===== src/rtl/adc_cal_map.svh =====
`ifndef ADC_CAL_MAP_SVH
`define ADC_CAL_MAP_SVH

// register offsets (byte index on the plain port)
`define REG_CAL_CTRL        8'h00
`define REG_CAL_STATUS      8'h01
`define REG_TRIM_BASE       8'h10
`define REG_TRIM_LAST       8'h21
`define REG_SRC_DLY         8'h9a
`define REG_MUX_DLY         8'h9b

// control register field positions
`define CTRL_SOFT_TRIG      0
`define CTRL_TRIG_SEL       1
`define CTRL_BG_EN          2
`define CTRL_FG_OFS         3
`define CTRL_BG_OFS         4

// reset values
`define CTRL_RESET          8'h00
`define DLY_RESET           8'h00
`define TRIM_FACTORY        8'h80

// core numbering
`define NUM_CORES           6
`define NUM_TRIMS           18
`define CORE_A              3'h0
`define CORE_B              3'h1
`define CORE_SPARE_AB       3'h2
`define CORE_SPARE_CD       3'h3
`define CORE_C              3'h4
`define CORE_D              3'h5

// mid-code output while offline
`define MID_CODE            9'h000

// calibration timing, cycles of the 200 MHz clock
`define CAL_CYCLES          16'h0100
`define OFS_CYCLES          16'h0040
`define BG_CAL_CYCLES       16'h0200

`endif


===== src/rtl/adc_cal_pkg.sv =====
package adc_cal_pkg;
    typedef enum logic [1:0] {
        variant_quad_type_e,
        variant_dual_type_e,
        variant_single_type_e
    } variant_type;

    typedef logic [8:0] sample_type;
endpackage


===== src/rtl/trim_if.sv =====
// trim memory access shared between controller and memory
interface trim_if;
    logic       we;
    logic [4:0] waddr;
    logic [7:0] wdata;
    logic [4:0] raddr;
    logic [7:0] rdata;
    modport ctrl (output we, output waddr, output wdata, output raddr,
                  input rdata);
    modport mem  (input we, input waddr, input wdata, input raddr,
                  output rdata);
endinterface


===== src/rtl/adc_core_calibration_control.sv =====
// The address-and-strobe port was chosen for this implementation.
`include "adc_cal_map.svh"
module adc_core_calibration_control
    import adc_cal_pkg::*;
(
    input  wire logic        clk_sys_i,
    input  wire logic        resetn_i,
    input  wire logic [7:0]  addr_i,
    input  wire logic [7:0]  wdata_i,
    input  wire logic        wr_i,
    input  wire logic        rd_i,
    output logic      [7:0]  rdata_o,
    input  wire logic        calibration_trigger_pin_i,
    input  wire variant_type variant_i,
    input  wire sample_type  core_sample_i [`NUM_CORES],
    output sample_type       input_channel_a_o,
    output sample_type       input_channel_b_o,
    output sample_type       input_channel_c_o,
    output sample_type       input_channel_d_o,
    output logic      [5:0]  core_calibrating_o,
    output logic             foreground_cal_complete_o
);
    // =====================================================
    // state and registers
    typedef enum logic [2:0] {
        st_fg_cal, st_fg_ofs, st_idle, st_bg_cal, st_bg_src, st_bg_mux
    } cal_state_type;

    cal_state_type state_q, state_d;
    logic [7:0]  ctrl_q, ctrl_d;
    logic [7:0]  src_dly_q, src_dly_d;
    logic [7:0]  mux_dly_q, mux_dly_d;
    logic [15:0] cnt_q, cnt_d;
    logic        foreground_cal_complete_q, foreground_cal_complete_d;
    logic        trig_prev_q, trig_prev_d;
    logic        rd_trim_q, rd_trim_d;
    logic [7:0]  rdata_q, rdata_d;
    logic [2:0]  cal_core_q, cal_core_d;   // core now offline
    logic [2:0]  slot_q [4];               // core serving each channel
    logic [2:0]  slot_d [4];
    logic [1:0]  rot_q, rot_d;             // channel being replaced
    logic [2:0]  spare_q [2];              // offline core of each pair
    logic [2:0]  spare_d [2];
    sample_type  out_q [4];
    sample_type  out_d [4];
    logic        trig_pin_lvl;
    logic        trig_lvl;
    logic        trig_rise;
    logic        bg_en;

    trim_if trim_bus ();

    cal_trig_sync u_sync (
        .clk_sys_i (clk_sys_i),
        .resetn_i  (resetn_i),
        .pin_i     (calibration_trigger_pin_i),
        .level_o   (trig_pin_lvl)
    );

    trim_mem u_trim (
        .clk_sys_i (clk_sys_i),
        .resetn_i  (resetn_i),
        .port_io   (trim_bus.mem)
    );

    // =====================================================
    // helpers
    function automatic logic is_trim(input logic [7:0] a);
        return (a >= `REG_TRIM_BASE) && (a <= `REG_TRIM_LAST);
    endfunction

    // pair of a channel slot: A,B share one spare, C,D the other
    function automatic logic pair_of(input logic [1:0] ch);
        return ch[1];
    endfunction

    // channels taking part in rotation per variant
    function automatic logic [1:0] next_ch(input logic [1:0] ch,
                                           input variant_type v);
        logic [1:0] n;
        n = 2'(ch + 2'h1);
        unique case (v)
            variant_quad_type_e:   next_ch = n;
            variant_dual_type_e:   next_ch = {1'b0, ~ch[0]};
            variant_single_type_e: next_ch = 2'h0;
            default:               next_ch = 2'h0;
        endcase
    endfunction

    // trigger source select, then software or pin level
    assign trig_lvl  = ctrl_q[`CTRL_TRIG_SEL] ? trig_pin_lvl
                       : ctrl_q[`CTRL_SOFT_TRIG];
    assign trig_rise = trig_lvl && !trig_prev_q;
    assign bg_en     = ctrl_q[`CTRL_BG_EN];

    // =====================================================
    // register port: writes, reads, trim access
    always_comb begin
        ctrl_d    = ctrl_q;
        src_dly_d = src_dly_q;
        mux_dly_d = mux_dly_q;
        rd_trim_d = rd_i && is_trim(addr_i);
        rdata_d   = 8'h00;
        trim_bus.we    = wr_i && is_trim(addr_i);
        trim_bus.waddr = 5'(addr_i - `REG_TRIM_BASE);
        trim_bus.wdata = wdata_i;
        trim_bus.raddr = 5'(addr_i - `REG_TRIM_BASE);
        if (wr_i) begin
            unique case (addr_i)
                `REG_CAL_CTRL: ctrl_d    = {3'h0, wdata_i[4:0]};
                `REG_SRC_DLY:  src_dly_d = wdata_i;
                `REG_MUX_DLY:  mux_dly_d = wdata_i;
                default: ;
            endcase
        end
        if (rd_i) begin
            unique case (addr_i)
                `REG_CAL_CTRL:   rdata_d = ctrl_q;
                `REG_CAL_STATUS: rdata_d = {2'h0, cal_core_q,
                                            bg_en, state_q == st_idle
                                            || !(state_q inside
                                            {st_fg_cal, st_fg_ofs}),
                                            foreground_cal_complete_q};
                `REG_SRC_DLY:    rdata_d = src_dly_q;
                `REG_MUX_DLY:    rdata_d = mux_dly_q;
                default:         rdata_d = 8'h00;
            endcase
        end
    end

    // trim reads come from the memory register one cycle later
    assign rdata_o = rd_trim_q ? trim_bus.rdata : rdata_q;

    // =====================================================
    // calibration sequencer
    always_comb begin
        state_d     = state_q;
        cnt_d       = cnt_q;
        foreground_cal_complete_d   = foreground_cal_complete_q;
        trig_prev_d = trig_lvl;
        cal_core_d  = cal_core_q;
        rot_d       = rot_q;
        slot_d      = slot_q;
        spare_d     = spare_q;
        unique case (state_q)
            // all cores offline; linearity, gain, offset run together
            st_fg_cal: begin
                if (cnt_q == `CAL_CYCLES) begin
                    cnt_d   = 16'h0000;
                    state_d = ctrl_q[`CTRL_FG_OFS] ? st_fg_ofs
                                                   : st_idle;
                end else begin
                    cnt_d = 16'(cnt_q + 16'h0001);
                end
            end
            // one offset pass, only inside foreground cal
            st_fg_ofs: begin
                if (cnt_q == `OFS_CYCLES) begin
                    cnt_d   = 16'h0000;
                    state_d = st_idle;
                end else begin
                    cnt_d = 16'(cnt_q + 16'h0001);
                end
            end
            st_idle: begin
                foreground_cal_complete_d = 1'b1;
                if (bg_en && trig_lvl) begin
                    state_d    = st_bg_cal;
                    cnt_d      = 16'h0000;
                    cal_core_d = spare_q[pair_of(rot_q)];
                end
            end
            // a single offline core calibrates
            st_bg_cal: begin
                if (cnt_q == `BG_CAL_CYCLES) begin
                    cnt_d   = 16'h0000;
                    state_d = st_bg_src;
                end else begin
                    cnt_d = 16'(cnt_q + 16'h0001);
                end
            end
            // incoming core settles, then mux moves
            st_bg_src: begin
                if (cnt_q >= {8'h00, src_dly_q}) begin
                    cnt_d   = 16'h0000;
                    state_d = st_bg_mux;
                end else begin
                    cnt_d = 16'(cnt_q + 16'h0001);
                end
            end
            st_bg_mux: begin
                if (cnt_q >= {8'h00, mux_dly_q}) begin
                    // fresh core takes over; replaced core goes offline
                    slot_d[rot_q]           = cal_core_q;
                    spare_d[pair_of(rot_q)] = slot_q[rot_q];
                    rot_d = next_ch(rot_q, variant_i);
                    // freed core stays in its pair; a pair change picks
                    // the other pair's spare so no core is skipped
                    if (pair_of(rot_d) == pair_of(rot_q)) begin
                        cal_core_d = slot_q[rot_q];
                    end else begin
                        cal_core_d = spare_q[pair_of(rot_d)];
                    end
                    cnt_d         = 16'h0000;
                    state_d       = bg_en ? st_bg_cal : st_idle;
                end else begin
                    cnt_d = 16'(cnt_q + 16'h0001);
                end
            end
            default: state_d = st_idle;
        endcase
        // a trigger edge with background off starts foreground unless one is already running
        if (trig_rise && !bg_en &&
            !(state_q inside {st_fg_cal, st_fg_ofs})) begin
            state_d   = st_fg_cal;
            cnt_d     = 16'h0000;
            foreground_cal_complete_d = 1'b0;
            slot_d    = '{`CORE_A, `CORE_B, `CORE_C, `CORE_D};
            spare_d   = '{`CORE_SPARE_AB, `CORE_SPARE_CD};
        end
    end

    // =====================================================
    // output data path: mid-code while offline, else routed core
    always_comb begin
        for (int c = 0; c < 4; c++) begin
            if (state_q inside {st_fg_cal, st_fg_ofs}) begin
                out_d[c] = `MID_CODE;
            end else begin
                out_d[c] = core_sample_i[slot_q[c]];
            end
        end
    end

    // =====================================================
    // registers; reset enters power-up foreground calibration
    always_ff @(posedge clk_sys_i or negedge resetn_i) begin
        if (!resetn_i) begin
            state_q     <= st_fg_cal;
            cnt_q       <= 16'h0000;
            ctrl_q      <= `CTRL_RESET;
            src_dly_q   <= `DLY_RESET;
            mux_dly_q   <= `DLY_RESET;
            foreground_cal_complete_q   <= 1'b0;
            trig_prev_q <= 1'b0;
            rd_trim_q   <= 1'b0;
            rdata_q     <= 8'h00;
            cal_core_q  <= `CORE_SPARE_AB;
            rot_q       <= 2'h0;
            slot_q      <= '{`CORE_A, `CORE_B, `CORE_C, `CORE_D};
            spare_q     <= '{`CORE_SPARE_AB, `CORE_SPARE_CD};
            out_q       <= '{`MID_CODE, `MID_CODE, `MID_CODE, `MID_CODE};
        end else begin
            state_q     <= state_d;
            cnt_q       <= cnt_d;
            ctrl_q      <= ctrl_d;
            src_dly_q   <= src_dly_d;
            mux_dly_q   <= mux_dly_d;
            foreground_cal_complete_q   <= foreground_cal_complete_d;
            trig_prev_q <= trig_prev_d;
            rd_trim_q   <= rd_trim_d;
            rdata_q     <= rdata_d;
            cal_core_q  <= cal_core_d;
            rot_q       <= rot_d;
            slot_q      <= slot_d;
            spare_q     <= spare_d;
            out_q       <= out_d;
        end
    end

    // which core is offline for calibration (one-hot in background, all six bits in foreground cal)
    always_comb begin
        core_calibrating_o = 6'h00;
        if (state_q inside {st_fg_cal, st_fg_ofs}) begin
            core_calibrating_o = 6'h3f;
        end else if (state_q != st_idle) begin
            core_calibrating_o[cal_core_q] = 1'b1;
        end
    end

    assign input_channel_a_o         = out_q[0];
    assign input_channel_b_o         = out_q[1];
    assign input_channel_c_o         = out_q[2];
    assign input_channel_d_o         = out_q[3];
    assign foreground_cal_complete_o = foreground_cal_complete_q;
endmodule


===== src/rtl/cal_trig_sync.sv =====
module cal_trig_sync (
    input  wire logic clk_sys_i,
    input  wire logic resetn_i,
    input  wire logic pin_i,
    output logic      level_o
);
    // =====================================================
    // three-stage pin synchroniser
    logic [2:0] sync_q;
    logic [2:0] sync_d;
    logic       level_q;
    logic       level_d;

    // level moves only when stages two and three agree
    always_comb begin
        sync_d  = {sync_q[1:0], pin_i};
        level_d = (sync_q[1] == sync_q[2]) ? sync_q[2] : level_q;
    end

    always_ff @(posedge clk_sys_i or negedge resetn_i) begin
        if (!resetn_i) begin
            sync_q  <= 3'h0;
            level_q <= 1'b0;
        end else begin
            sync_q  <= sync_d;
            level_q <= level_d;
        end
    end

    assign level_o = level_q;
endmodule


===== src/rtl/trim_mem.sv =====
`include "adc_cal_map.svh"
module trim_mem (
    input  wire logic clk_sys_i,
    input  wire logic resetn_i,
    trim_if.mem       port_io
);
    // =====================================================
    // trim storage
    logic [7:0] mem_q [`NUM_TRIMS];
    logic [7:0] mem_d [`NUM_TRIMS];
    logic [7:0] rdata_q;
    logic [7:0] rdata_d;

    // one write port, registered read port
    always_comb begin
        mem_d = mem_q;
        if (port_io.we && port_io.waddr < 5'(`NUM_TRIMS)) begin
            mem_d[port_io.waddr] = port_io.wdata;
        end
        rdata_d = (port_io.raddr < 5'(`NUM_TRIMS)) ?
                  mem_q[port_io.raddr] : 8'h00;
    end

    // factory values come back at reset
    always_ff @(posedge clk_sys_i or negedge resetn_i) begin
        if (!resetn_i) begin
            for (int i = 0; i < `NUM_TRIMS; i++) begin
                mem_q[i] <= `TRIM_FACTORY;
            end
            rdata_q <= 8'h00;
        end else begin
            mem_q   <= mem_d;
            rdata_q <= rdata_d;
        end
    end

    assign port_io.rdata = rdata_q;
endmodule


===== config.mk =====
export PLATFORM = sky130hd
export DESIGN_NAME = adc_core_calibration_control
export DESIGN_NICKNAME = d
export VERILOG_FILES = /design/src/rtl/adc_cal_pkg.sv /design/src/rtl/trim_if.sv /design/src/rtl/adc_core_calibration_control.sv /design/src/rtl/cal_trig_sync.sv /design/src/rtl/trim_mem.sv
export VERILOG_INCLUDE_DIRS = /design/src /design/src/rtl
export SDC_FILE = /design/constraint.sdc
export NUM_CORES = 1
export LEC_CHECK = 0
export ABC_AREA = 1
export BUFFER_PORTS_ARGS = -buffer_cell sky130_fd_sc_hd__buf_2
export CAP_MARGIN = 20
export CELL_PAD_IN_SITES_DETAIL_PLACEMENT = 1
export CELL_PAD_IN_SITES_GLOBAL_PLACEMENT = 2
export CORE_AREA = 2 2 197 199
export CTS_BUF_LIST = sky130_fd_sc_hd__clkbuf_8
export DETAILED_ROUTE_END_ITERATION = 10
export DIE_AREA = 0 0 199 201
export PLACE_DENSITY_LB_ADDON = 0.1
export SLEW_MARGIN = 20
export SYNTH_ARGS = -nofsm -noshare
export SYNTH_HDL_FRONTEND = slang
export SYNTH_SLANG_ARGS = --single-unit
export TNS_END_PERCENT = 1

===== constraint.sdc =====
create_clock -name clk_sys_i -period 2.5 [get_ports clk_sys_i]
set_input_delay 0.5 -clock clk_sys_i [delete_from_list [all_inputs] [get_ports clk_sys_i]]
set_output_delay 0.5 -clock clk_sys_i [all_outputs]
set_load 0.03 [all_outputs]

==> key figures, run 1 <==
Status
  – Status: completed

Drt
  – # DRC: 0
  – DRT iter0 DRCs: 666
  – DR vias/cell: 5.32
  – Post-DR wirelength/cell: 20.4 um
  – DRT antenna net count: 0
  – WL final: 49.9 mm
  – Drt first pass iters: 5
  – DR vias: 13.0k

Worst setup path
  – Critical path arrival: 1.99 ns
  – CP max-delay cell: dfstp_2
  – CP Class: register to output pin
  – Buffers plus inverters on the worst setup path: 2
  – CP Launch Point: cal_core_q[1]
  – Critical Path Stages: 3
  – Critical Path End: core_calibrating_o[2]
  – Crit path required time: 2.00 ns
  – Startpoint Class: register
  – Reg2reg setup slack: 0.32 ns
  – Worst Path Max Fanout: 5
  – Worst path cell trace: inv_1 -> o41ai_1 -> buf_4
  – Reg2reg path depth: 12
  – Largest stage delay on the critical path: 0.57 ns
  – Worst r2r src: mux_dly_q[7]
  – Endpoint type of the worst setup path: output pin
  – Reg-to-Reg End: spare_q[4]
  – CP top delay family: flip-flops

Final layout
  – # nets final: 1985
  – Design Area, Final: 16400 sq um
  – Layout cell share with drive strength beyond 1: 0.180
  – Diode count: 0
  – P&R area growth vs syn: 18.3%

Floorplanning
  – Die span in y: 201 um
  – # rows: 72
  – I/O Pins: 128
  – Initial Utilization: 0.365
  – Die width: 199 um
  – Core Box Area: 38100 sq um
  – Die area: 40000 sq um

Logic synthesis
  – Ys flop type: dfrtp_1
  – Post-synth EDFFs: 0
  – Synthesized cell area: 13900 sq um
  – Sequential area share after synthesis: 0.481
  – YS warnings: 0
  – Unique masters post-synth: 49
  – Asr flop ratio synth: 1.00
  – Syn_area_per_cell: 7.99 sq um
  – Syn Nets: 1840
  – Synth Instances: 1741
  – Synthesized flop and latch total: 266

GRT
  – Number of global-route vias before repair: 13.6k
  – First-pass GRT wire length: 79.4 mm
  – All-Layer GR Usage: 0.257
  – Initial antenna violation count: 0
  – Global-route congestion overflow total: 0
  – Largest net degree at the start of global routing: 59

Placement
  – Gp weighted congestion: 0.847
  – Hpwl dp: 34.2 mm
  – Placed cell area: 15300 sq um
  – # port buffers: 127
  – Place WS: 0.114 ns

Clock tree
  – CTS Buf Count: 49
  – Clock Sinks: 266
  – CTS tree: done
  – Clk_lat worst skew: 0.63 ns
  – Htree depth: 2
  – CTS Root Cell: clkbuf_8
  – Clk pin slew, worst setup/hold paths: 0.06 ns
  – Max Buffers Root-to-Sink: 3

STA
  – Unrepaired setup endpoints after global routing: yes
  – Fin crit share: 0.996
  – Slew Viols, Final: 0
  – # setup viols final: 0
  – Setup ws final: 0.00990 ns
  – Clock Skew: 0.0180 ns
  – Maximum clock rate: 0.402 GHz
  – Slew at the pin with the worst max-slew slack: 1.00 ns
  – Hold Fails Final Rpt: 0
  – Setup TNS: 0 ns
  – Max-slew headroom: 0.331
  – Min Tclk post-route: 2.49 ns
  – Hold_ws: 0.179 ns

Pwr
  – Static leakage: 7.62 nW
  – PD cells: 588 nW/um^2
  – VDD IR max: 0.358 mV
  – Total power: 9.67 mW

Job
  – Max-Cap Viols: 0

Min path
  – HP Start: variant_i[1]
  – Hold Path Class: input port to register
## stage by stage
stage,util,std cells
after detailed placement,0.402,2350
after global routing,0.432,2443
final,0.432,2443
after CTS,0.431,2442
after global placement,0.402,2350
after floorplan,-,1741
## placed cells by master (no fill, tap or decap), types with 3 or more instances in the layout
cell and count:
nor3_1 8, mux2_2 8, buf_12 5, o21ai_0 318, nand2_1 393, nand4_1 19, dfrtp_1 237, nor2_2 3
nor2_4 6, buf_4 74, buf_2 122, inv_2 7, clkbuf_8 63, a21oi_1 97, o21ai_1 8, clkinv_2 7
dfstp_2 26, inv_1 120, a221oi_1 3, o211ai_1 39, nand2_2 4, o21bai_1 3, dfrtp_2 3, ha_1 22
nand3_1 140, a31oi_1 3, a22oi_1 49, nor2_1 92, xor2_1 5, or2_2 4, o41ai_1 5
## where the power goes
part | internal [mW] | total (mW) | switching, mW
Combinational | 0.202 | 0.671 | 0.469
Sequential | 4.44 | 4.52 | 0.0752
Clock | 2.48 | 4.48 | 2.00
Total | 7.13 | 9.67 | 2.54
## worst register-to-register path, cell delays in order (launching register included)
cell and delay [ns]:
dfrtp_1 0.38, inv_1 0.07, ha_1 0.32, nand2_1 0.06, nor2_1 0.16, nand2_1 0.07
nand2_1 0.08, nor2_1 0.07, nand2_1 0.06, nand2_1 0.25, o21ai_2 0.34, o21ai_0 0.14
o21ai_0 0.09
## sequential cells by signal (all words and copies together) (netlist names), 8 cells and up
register              cells
slot_q                   12
input_channel_c_o         9
mux_dly_q                 8
input_channel_b_o         9
cnt_q                    16
src_dly_q                 8
u_trim.port_io.rdata      8
u_trim.mem_q            144
input_channel_a_o         9
input_channel_d_o         9
rdata_q                   8
## cells in the mapped netlist (3+ instances only)
cell type / instances / area (sq um)
o41ai_1: 6 / 52.6
a21oi_1: 97 / 485
dfrtp_1: 240 / 6010
inv_1: 106 / 398
o211ai_1: 39 / 293
xor2_1: 5 / 43.8
nor3_1: 8 / 40.0
nor2_4: 5 / 56.3
ha_1: 22 / 275
o21ai_0: 318 / 1590
nor2_2: 3 / 18.8
a31oi_1: 3 / 18.8
buf_6: 5 / 56.3
nand2_2: 4 / 25.0
mux2_2: 8 / 90.1
clkbuf_1: 67 / 251
nand2_1: 393 / 1480
nand3_1: 141 / 706
nand4_1: 19 / 119
inv_2: 6 / 22.5
or2_2: 4 / 25.0
dfstp_2: 26 / 683
buf_1: 13 / 48.8
a22oi_1: 49 / 368
buf_4: 4 / 30.0
nor2_1: 93 / 349
a221oi_1: 3 / 26.3
o21bai_1: 3 / 22.5
o21ai_1: 9 / 45.0
buf_2: 20 / 100
## per-layer routing
| metal | vias to the layer above | track usage | wire, um |
|---|---|---|---|
| met3 | 78 | 0.0402 | 1790 |
| met5 | - | 0 | 0 |
| li1 | 6233 | - | - |
| met2 | 236 | 0.424 | 24000 |
| met4 | 0 | 0.0704 | 1180 |
| met1 | 6461 | 0.349 | 22900 |
## timing repair
item	4_1_cts	5_1_grt
endpoints found under the hold margin	44	0
hold buffers	2	0
endpoints found under the setup margin	6	14
resized for setup	7	5
setup buffers	0	0
cloned	0	0
## how the worst min path moves through the flow
| stage | end | slack, ns | cells past startpoint |
|---|---|---|---|
| after floorplan | cal_core_q[0] | 0.20 | 0 |
| after global placement | u_sync.sync_q[1] | 0.33 | 0 |
| after detailed placement | u_sync.sync_q[1] | 0.34 | 0 |
| after CTS | rot_q[0] | 0.13 | 4 |
| after global routing | rot_q[0] | 0.18 | 4 |
| final | rot_q[0] | 0.18 | 4 |
## layout make-up
type	count	area [sq um]
clock buffer	63	867
clock inverter	27	186
timing repair buffer	204	1300
inverter	114	428
fill	4632	21700
sequential	266	6690
multi-input combinational	1251	6320
tap	518	648
## kinds of logic after synthesis
kind of cell	after synthesis	synth area share
compound gates	536	0.214
xor+xnor	5	0.00315
fa+ha+maj	23	0.0205
buf+inv	224	0.0661
flops	266	0.481
mux	8	0.00648
simple gates	679	0.209
(Power assumes the default switching activity.)
==> inputs of run 2 (changes only) <==
RECOVER_POWER = 50   (was unset)
==> run 2 against run 1 <==
  * The flow now finishes with violations (capacitance limit, slew limit)
  * Sequential power about the same
  * Via count is essentially flat
  * Critical path depth is the same
  * Die area did not move
  * Sequential share of layout area increased by 0.18 points
  * Routed wire length hardly changed
  * Flip-flop and latch count unchanged
  * Cell count is the same
  * Final area decreased by 0.45%
  * Register-to-register slack is essentially flat
  * Worst setup slack improved by 0.0049 ns
  * Non-clock buffer count unchanged
==> key figures, run 2 (synthesized netlist as in run 1, its figures left out) <==
Pwr
  – PD cells: 590 nW/um^2 (+0.37%)
  – Static leakage: 7.58 nW (-0.45%)
  – Sw Pwr: 2.54 mW (about the same)
  – VDD IR max: 0.356 mV (-0.35%)
  – Pint: 7.12 mW (-0.14%)
  – Sequential share of power: 0.468 (about the same)
  – Logic gate share of total power: 0.068 (about the same)
  – Sw Share: 0.263 (+0.000424)
  – Clock Power Share: 0.464 (about the same)

Placement
  – Place WS: 0.114 ns (unchanged)
  – Hpwl dp: 34.2 mm (unchanged)
  – Cells after DPL: 2350 (unchanged)
  – # port buffers: 127 (unchanged)
  – Gp weighted congestion: 0.847 (unchanged)

Drt
  – DR vias/cell: 5.32 (about the same)
  – DRT antenna net count: 0 (unchanged)
  – DRT iter0 DRCs: 712 (+6.9%)
  – DR WL met2: 23.9 mm (-0.41%)
  – DR vias: 13.0k (-0.077%)
  – Post-DR wirelength/cell: 20.4 um (about the same)
  – Met1 wire length: 22.9 mm (-0.21%)
  – Met3 Wirelength: 1.87 mm (+4.5%)
  – # DRC: 0 (unchanged)
  – Drt first pass iters: 5 (unchanged)
  – DR top layer: met4
  – WL final: 49.8 mm (about the same)

STA
  – Fin crit share: 0.994 (-0.00197)
  – Maximum clock rate: 0.402 GHz (+0.20%)
  – Slew at the pin with the worst max-slew slack: 1.85 ns (+0.853 ns)
  – Clock Skew: 0.0170 ns (-0.00101 ns)
  – Max-slew headroom: -0.235 (-0.566)
  – Hold_ws: 0.173 ns (-0.00625 ns)
  – Hold Fails Final Rpt: 0 (unchanged)
  – # setup viols final: 0 (unchanged)
  – Min Tclk post-route: 2.49 ns (-0.00492 ns)
  – Setup ws final: 0.0148 ns (+0.00492 ns)
  – Unrepaired setup endpoints after global routing: yes
  – Slew Viols, Final: 59 (+59)

Floorplanning
  – Die width: 199 um (unchanged)
  – I/O Pins: 128 (unchanged)
  – Core Box Area: 38100 sq um (unchanged)
  – # rows: 72 (unchanged)
  – Die span in y: 201 um (unchanged)
  – Initial Utilization: 0.365 (unchanged)
  – Die area: 40000 sq um (unchanged)

GRT
  – Number of global-route vias before repair: 13.6k (unchanged)
  – Largest net degree at the start of global routing: 59 (unchanged)
  – All-Layer GR Usage: 0.257 (unchanged)
  – Global-route congestion overflow total: 0 (unchanged)
  – Initial antenna violation count: 0 (unchanged)
  – First-pass GRT wire length: 79.4 mm (unchanged)

Clock tree
  – CTS Root Cell: clkbuf_8
  – Clk pin slew, worst setup/hold paths: 0.06 ns (about the same)
  – Clock Sinks: 266 (unchanged)
  – Max Buffers Root-to-Sink: 3 (unchanged)
  – Clk_lat worst skew: 0.63 ns (about the same)
  – Setup Fix Bufs, Post-CTS: 0 (unchanged)
  – CTS tree: done
  – Htree depth: 2 (unchanged)
  – CTS Buf Count: 49 (unchanged)

Worst setup path
  – Crit path required time: 2.00 ns (about the same)
  – Startpoint Class: register
  – Critical path arrival: 1.99 ns (about the same)
  – CP Class: register to output pin
  – Worst Path Max Fanout: 5 (unchanged)
  – Worst path cell trace: inv_1 -> o41ai_1 -> buf_4
  – CP max-delay cell: dfstp_2
  – Largest stage delay on the critical path: 0.57 ns (about the same)
  – Endpoint type of the worst setup path: output pin

Final layout
  – Layout Cells excl Fill: 2443 (unchanged)
  – # nets final: 1985 (unchanged)
  – Largest reg by FF count: u_trim.mem_q
  – Largest registers: u_trim.mem_q x144, cnt_q x16, slot_q x12
  – Most frequent cells in the layout: nand2_1, o21ai_0, dfrtp_1, nand3_1, buf_2
  – Number of flip-flops in the largest register: 144 (unchanged)
  – Number of fill cells: 4643 (+0.24%)
  – Layout cell share with drive strength beyond 1: 0.178 (-0.00260)
  – P&R area growth vs syn: 17.7%
  – Diode count: 0 (unchanged)
  – Commonest non-fill, non-tap cell in the layout: nand2_1

Status
  – Status: complete, but fails checks
  – Failing checks: capacitance limit, slew limit

Min path
  – Hold Path Class: input port to register

Job
  – Max-Cap Viols: 1 (+1)
[run 2: cell types whose count changed in the layout (fill, tap and decap cells not counted), sizes merged]
cell	previous run	this run
buf	202	194
clkbuf	63	71
[run 2: final timing paths]
kind / start / end / slack (ns) / cells past startpoint
min in group asynchronous: resetn_i / input_channel_b_o[4] / 0.91 / 2
worst min-delay path: variant_i[1] / rot_q[0] / 0.17 / 4
worst max-delay path: cal_core_q[1] / core_calibrating_o[3] / 0.01 / 3
worst max register to register: mux_dly_q[7] / spare_q[4] / 0.32 / 12
worst min register to register: u_sync.sync_q[0] / u_sync.sync_q[1] / 0.35 / 0
max in group asynchronous: resetn_i / u_trim.mem_q[63] / 0.27 / 3
[run 2: power by group through the flow]
stage                     Clock, mW  Combinational [mW]  Sequential, mW
after CTS                      4.62               0.685            4.52
after detailed placement          0               0.680            4.59
after floorplan                   0               0.302            4.56
final                          4.48               0.657            4.52
after global routing           4.83               0.744            4.53
after global placement            0               0.663            4.58
[run 2: repair_timing]
action | 4_1_cts | 5_1_grt
endpoints found under the hold margin | 44 | 0
gates resized for setup | 7 | 5
cloned | 0 | 0
hold buffers | 2 | 0
pin swaps | 0 | 0
endpoints found under the setup margin | 6 | 14
[run 2: cell type report]
cell class                      count  area [sq um]  area share
Clock buffer                       63           867      0.0530
Clock inverter                     27           186      0.0114
Inverter                          114           428      0.0261
Multi-Input combinational cell   1251          6310       0.385
Sequential cell                   266          6690       0.409
Tap cell                          518           648      0.0396
Timing Repair Buffer              204          1240      0.0758
[run 2: through the flow]
step	TNS (ns)	power, mW	cell area, sq um	util
after floorplan	0	4.87	13900	-
after global placement	0	5.25	15300	0.402
after detailed placement	0	5.27	15300	0.402
after CTS	-0.0945	9.82	16400	0.431
after global routing	-0.694	10.1	16400	0.430
final	0	9.66	16400	0.430
[run 2: critical path: cells and delay by family, from the launching register on]
| kind | cells | cell delay [ns] |
|---|---|---|
| flops | 1 | 0.57 |
| compound gates | 1 | 0.41 |
| buf+inv | 2 | 0.38 |
[run 2: per-layer routing]
layer | vias up | track usage
met5 | - | 0
met4 | 0 | 0.0704
met3 | 80 | 0.0402
met2 | 219 | 0.424
met1 | 6470 | 0.349
li1 | 6229 | -
==> inputs of run 3 (changes only) <==
CORE_AREA = 2 2 200 202   (was 2 2 197 199)
CTS_BUF_LIST = unset   (was sky130_fd_sc_hd__clkbuf_8)
DIE_AREA = 0 0 202 204   (was 0 0 199 201)
==> run 3 against run 2 <==
  * The flow still finishes with violations (capacitance limit, slew limit)
  * Worst hold slack improved by 0.040 ns
  * First-iteration DRC count shrank 7.6%
  * Register-to-register slack lost 0.05 ns
  * Die area increased by 3.0%
  * Clock-buffer cell count fell by 15
  * Via count shrank 1.3%
  * Clock power barely moved
  * Largest power group unchanged
==> key figures, run 3 (synthesized netlist as in run 1, its figures left out) <==
Placement
  – Hpwl dp: 34.4 mm (+0.57%)
  – Placed cell area: 15300 sq um (about the same)
  – # port buffers: 127 (unchanged)
  – Gp weighted congestion: 0.818 (-3.4%)
  – Cells after DPL: 2357 (+0.30%)

Clock tree
  – CTS tree: done
  – Clk_lat worst skew: 0.60 ns (-0.03 ns)
  – Htree depth: 1 (-1)
  – Clk pin slew, worst setup/hold paths: 0.06 ns (about the same)
  – Max Buffers Root-to-Sink: 3 (unchanged)
  – CTS Buf Count: 31 (-37%)
  – CTS Root Cell: clkbuf_16
  – Clock Sinks: 266 (unchanged)

GRT
  – Global-route congestion overflow total: 0 (unchanged)
  – Largest net degree at the start of global routing: 73 (+24%)
  – Number of global-route vias before repair: 13.2k (-3.1%)
  – All-Layer GR Usage: 0.242 (-0.0149)
  – First-pass GRT wire length: 77.9 mm (-2.0%)
  – Initial antenna violation count: 3 (+3)

Final layout
  – Layout Cells excl Fill: 2419 (-0.98%)
  – Largest reg by FF count: u_trim.mem_q
  – Commonest non-fill, non-tap cell in the layout: nand2_1
  – P&R area growth vs syn: 17.7% (about the same)
  – Design Area, Final: 16400 sq um (about the same)
  – Most frequent cells in the layout: nand2_1, o21ai_0, dfrtp_1, nand3_1, buf_2
  – # nets final: 1966 (-0.96%)
  – Layout cell share with drive strength beyond 1: 0.168 (-0.0101)
  – Largest registers: u_trim.mem_q x144, cnt_q x16, slot_q x12
  – Number of flip-flops in the largest register: 144 (unchanged)

Drt
  – Met3 Wirelength: 1.79 mm (-4.1%)
  – # DRC: 0 (unchanged)
  – DRT iter0 DRCs: 658 (-7.6%)
  – WL final: 49.4 mm (-0.81%)
  – DR vias/cell: 5.30 (-0.30%)
  – DR WL met2: 23.3 mm (-2.3%)
  – Post-DR wirelength/cell: 20.4 um (+0.17%)
  – DRT antenna net count: 0 (unchanged)
  – DR vias: 12.8k (-1.3%)
  – DR top layer: met5
  – Met1 wire length: 22.7 mm (-0.75%)
  – Drt first pass iters: 5 (unchanged)

Job
  – Max-Cap Viols: 1 (unchanged)

Floorplanning
  – Core Box Area: 39200 sq um (+2.8%)
  – I/O Pins: 128 (unchanged)
  – Die width: 202 um (+1.5%)
  – Die span in y: 204 um (+1.5%)
  – Die area: 41200 sq um (+3.0%)
  – Initial Utilization: 0.355 (-0.0100)
  – # rows: 73 (+1.4%)

Status
  – Status: complete, but fails checks
  – Failing checks: capacitance limit, slew limit

Worst setup path
  – Crit path required time: 2.00 ns (about the same)
  – Critical path arrival: 1.97 ns (-0.02 ns)
  – Startpoint Class: register
  – Endpoint type of the worst setup path: output pin
  – Worst Path Max Fanout: 8 (+3)
  – CP Class: register to output pin

STA
  – Fin crit share: 0.987 (-0.00674)
  – Clock Skew: 0.0172 ns (+0.000160 ns)
  – Min Tclk post-route: 2.47 ns (-0.0168 ns)
  – # setup viols final: 0 (unchanged)
  – Slew Viols, Final: 73 (+24%)
  – Hold_ws: 0.213 ns (+0.0399 ns)
  – Maximum clock rate: 0.405 GHz (+0.68%)
  – Unrepaired setup endpoints after global routing: yes
  – Max-slew headroom: -0.209 (+0.0259)
  – Hold Fails Final Rpt: 0 (unchanged)
  – Slew at the pin with the worst max-slew slack: 1.81 ns (-0.0389 ns)

Pwr
  – PD cells: 591 nW/um^2 (+0.25%)
  – Static leakage: 7.50 nW (-1.1%)
  – VDD IR max: 0.595 mV (+67%)

Min path
  – Hold Path Class: input port to register
run 3: path summary, 6_finish.rpt:
kind / start / end / slack [ns] / depth (start not counted)
setup / recovery: cal_core_q[0] / core_calibrating_o[1] / 0.03 / 3
hold / removal: variant_i[1] / rot_q[0] / 0.21 / 4
setup reg to reg: cnt_q[0] / cnt_q[1] / 0.27 / 11
hold reg to reg: u_sync.sync_q[0] / u_sync.sync_q[1] / 0.35 / 0
max in group asynchronous: resetn_i / u_trim.mem_q[87] / 0.25 / 3
min in group asynchronous: resetn_i / input_channel_a_o[4] / 0.94 / 2
run 3: critical path: stages, from the launching register on:
cell and delay [ns]:
dfrtp_2 0.48, inv_1 0.18, o41ai_1 0.43, buf_2 0.28
run 3: report_power, final:
group / switching, mW / internal [mW]
Combinational: 0.464 / 0.197
Clock: 1.89 / 2.61
Sequential: 0.0767 / 4.44
Total: 2.43 / 7.24
run 3: final cells by class:
| cell class | instances | area [sq um] |
|---|---|---|
| Multi-Input combinational cell | 1251 | 6310 |
| Inverter | 114 | 428 |
| Clock buffer | 48 | 950 |
| Antenna cell | 2 | 5.00 |
| Fill cell | 4759 | 22800 |
| Sequential cell | 266 | 6690 |
| Tap cell | 525 | 657 |
| Timing Repair Buffer | 203 | 1250 |
| Clock inverter | 10 | 68.8 |
run 3: per-layer routing:
| layer | track usage | up-vias |
|---|---|---|
| met2 | 0.404 | 238 |
| met3 | 0.0327 | 83 |
| met1 | 0.325 | 6316 |
| li1 | - | 6193 |
| met4 | 0.0759 | 2 |
| met5 | 0.00357 | - |
run 3: stage by stage:
step | power [mW] | util | setup TNS, ns | setup slack, ns
after global placement | 5.25 | 0.392 | 0 | 0.239
after detailed placement | 5.27 | 0.392 | 0 | 0.200
after floorplan | 4.87 | - | 0 | 0.276
after CTS | 9.83 | 0.418 | 0 | 0.00399
after global routing | 10.1 | 0.418 | -0.0738 | -0.0426
final | 9.68 | 0.418 | 0 | 0.0317
run 3: repair_timing:
| action | CTS | global route |
|---|---|---|
| endpoints found under the setup margin | 3 | 5 |
| hold buffers | 2 | 0 |
| resized for setup | 3 | 6 |
| setup buffers | 0 | 0 |
| hold endpoints to repair | 55 | 0 |
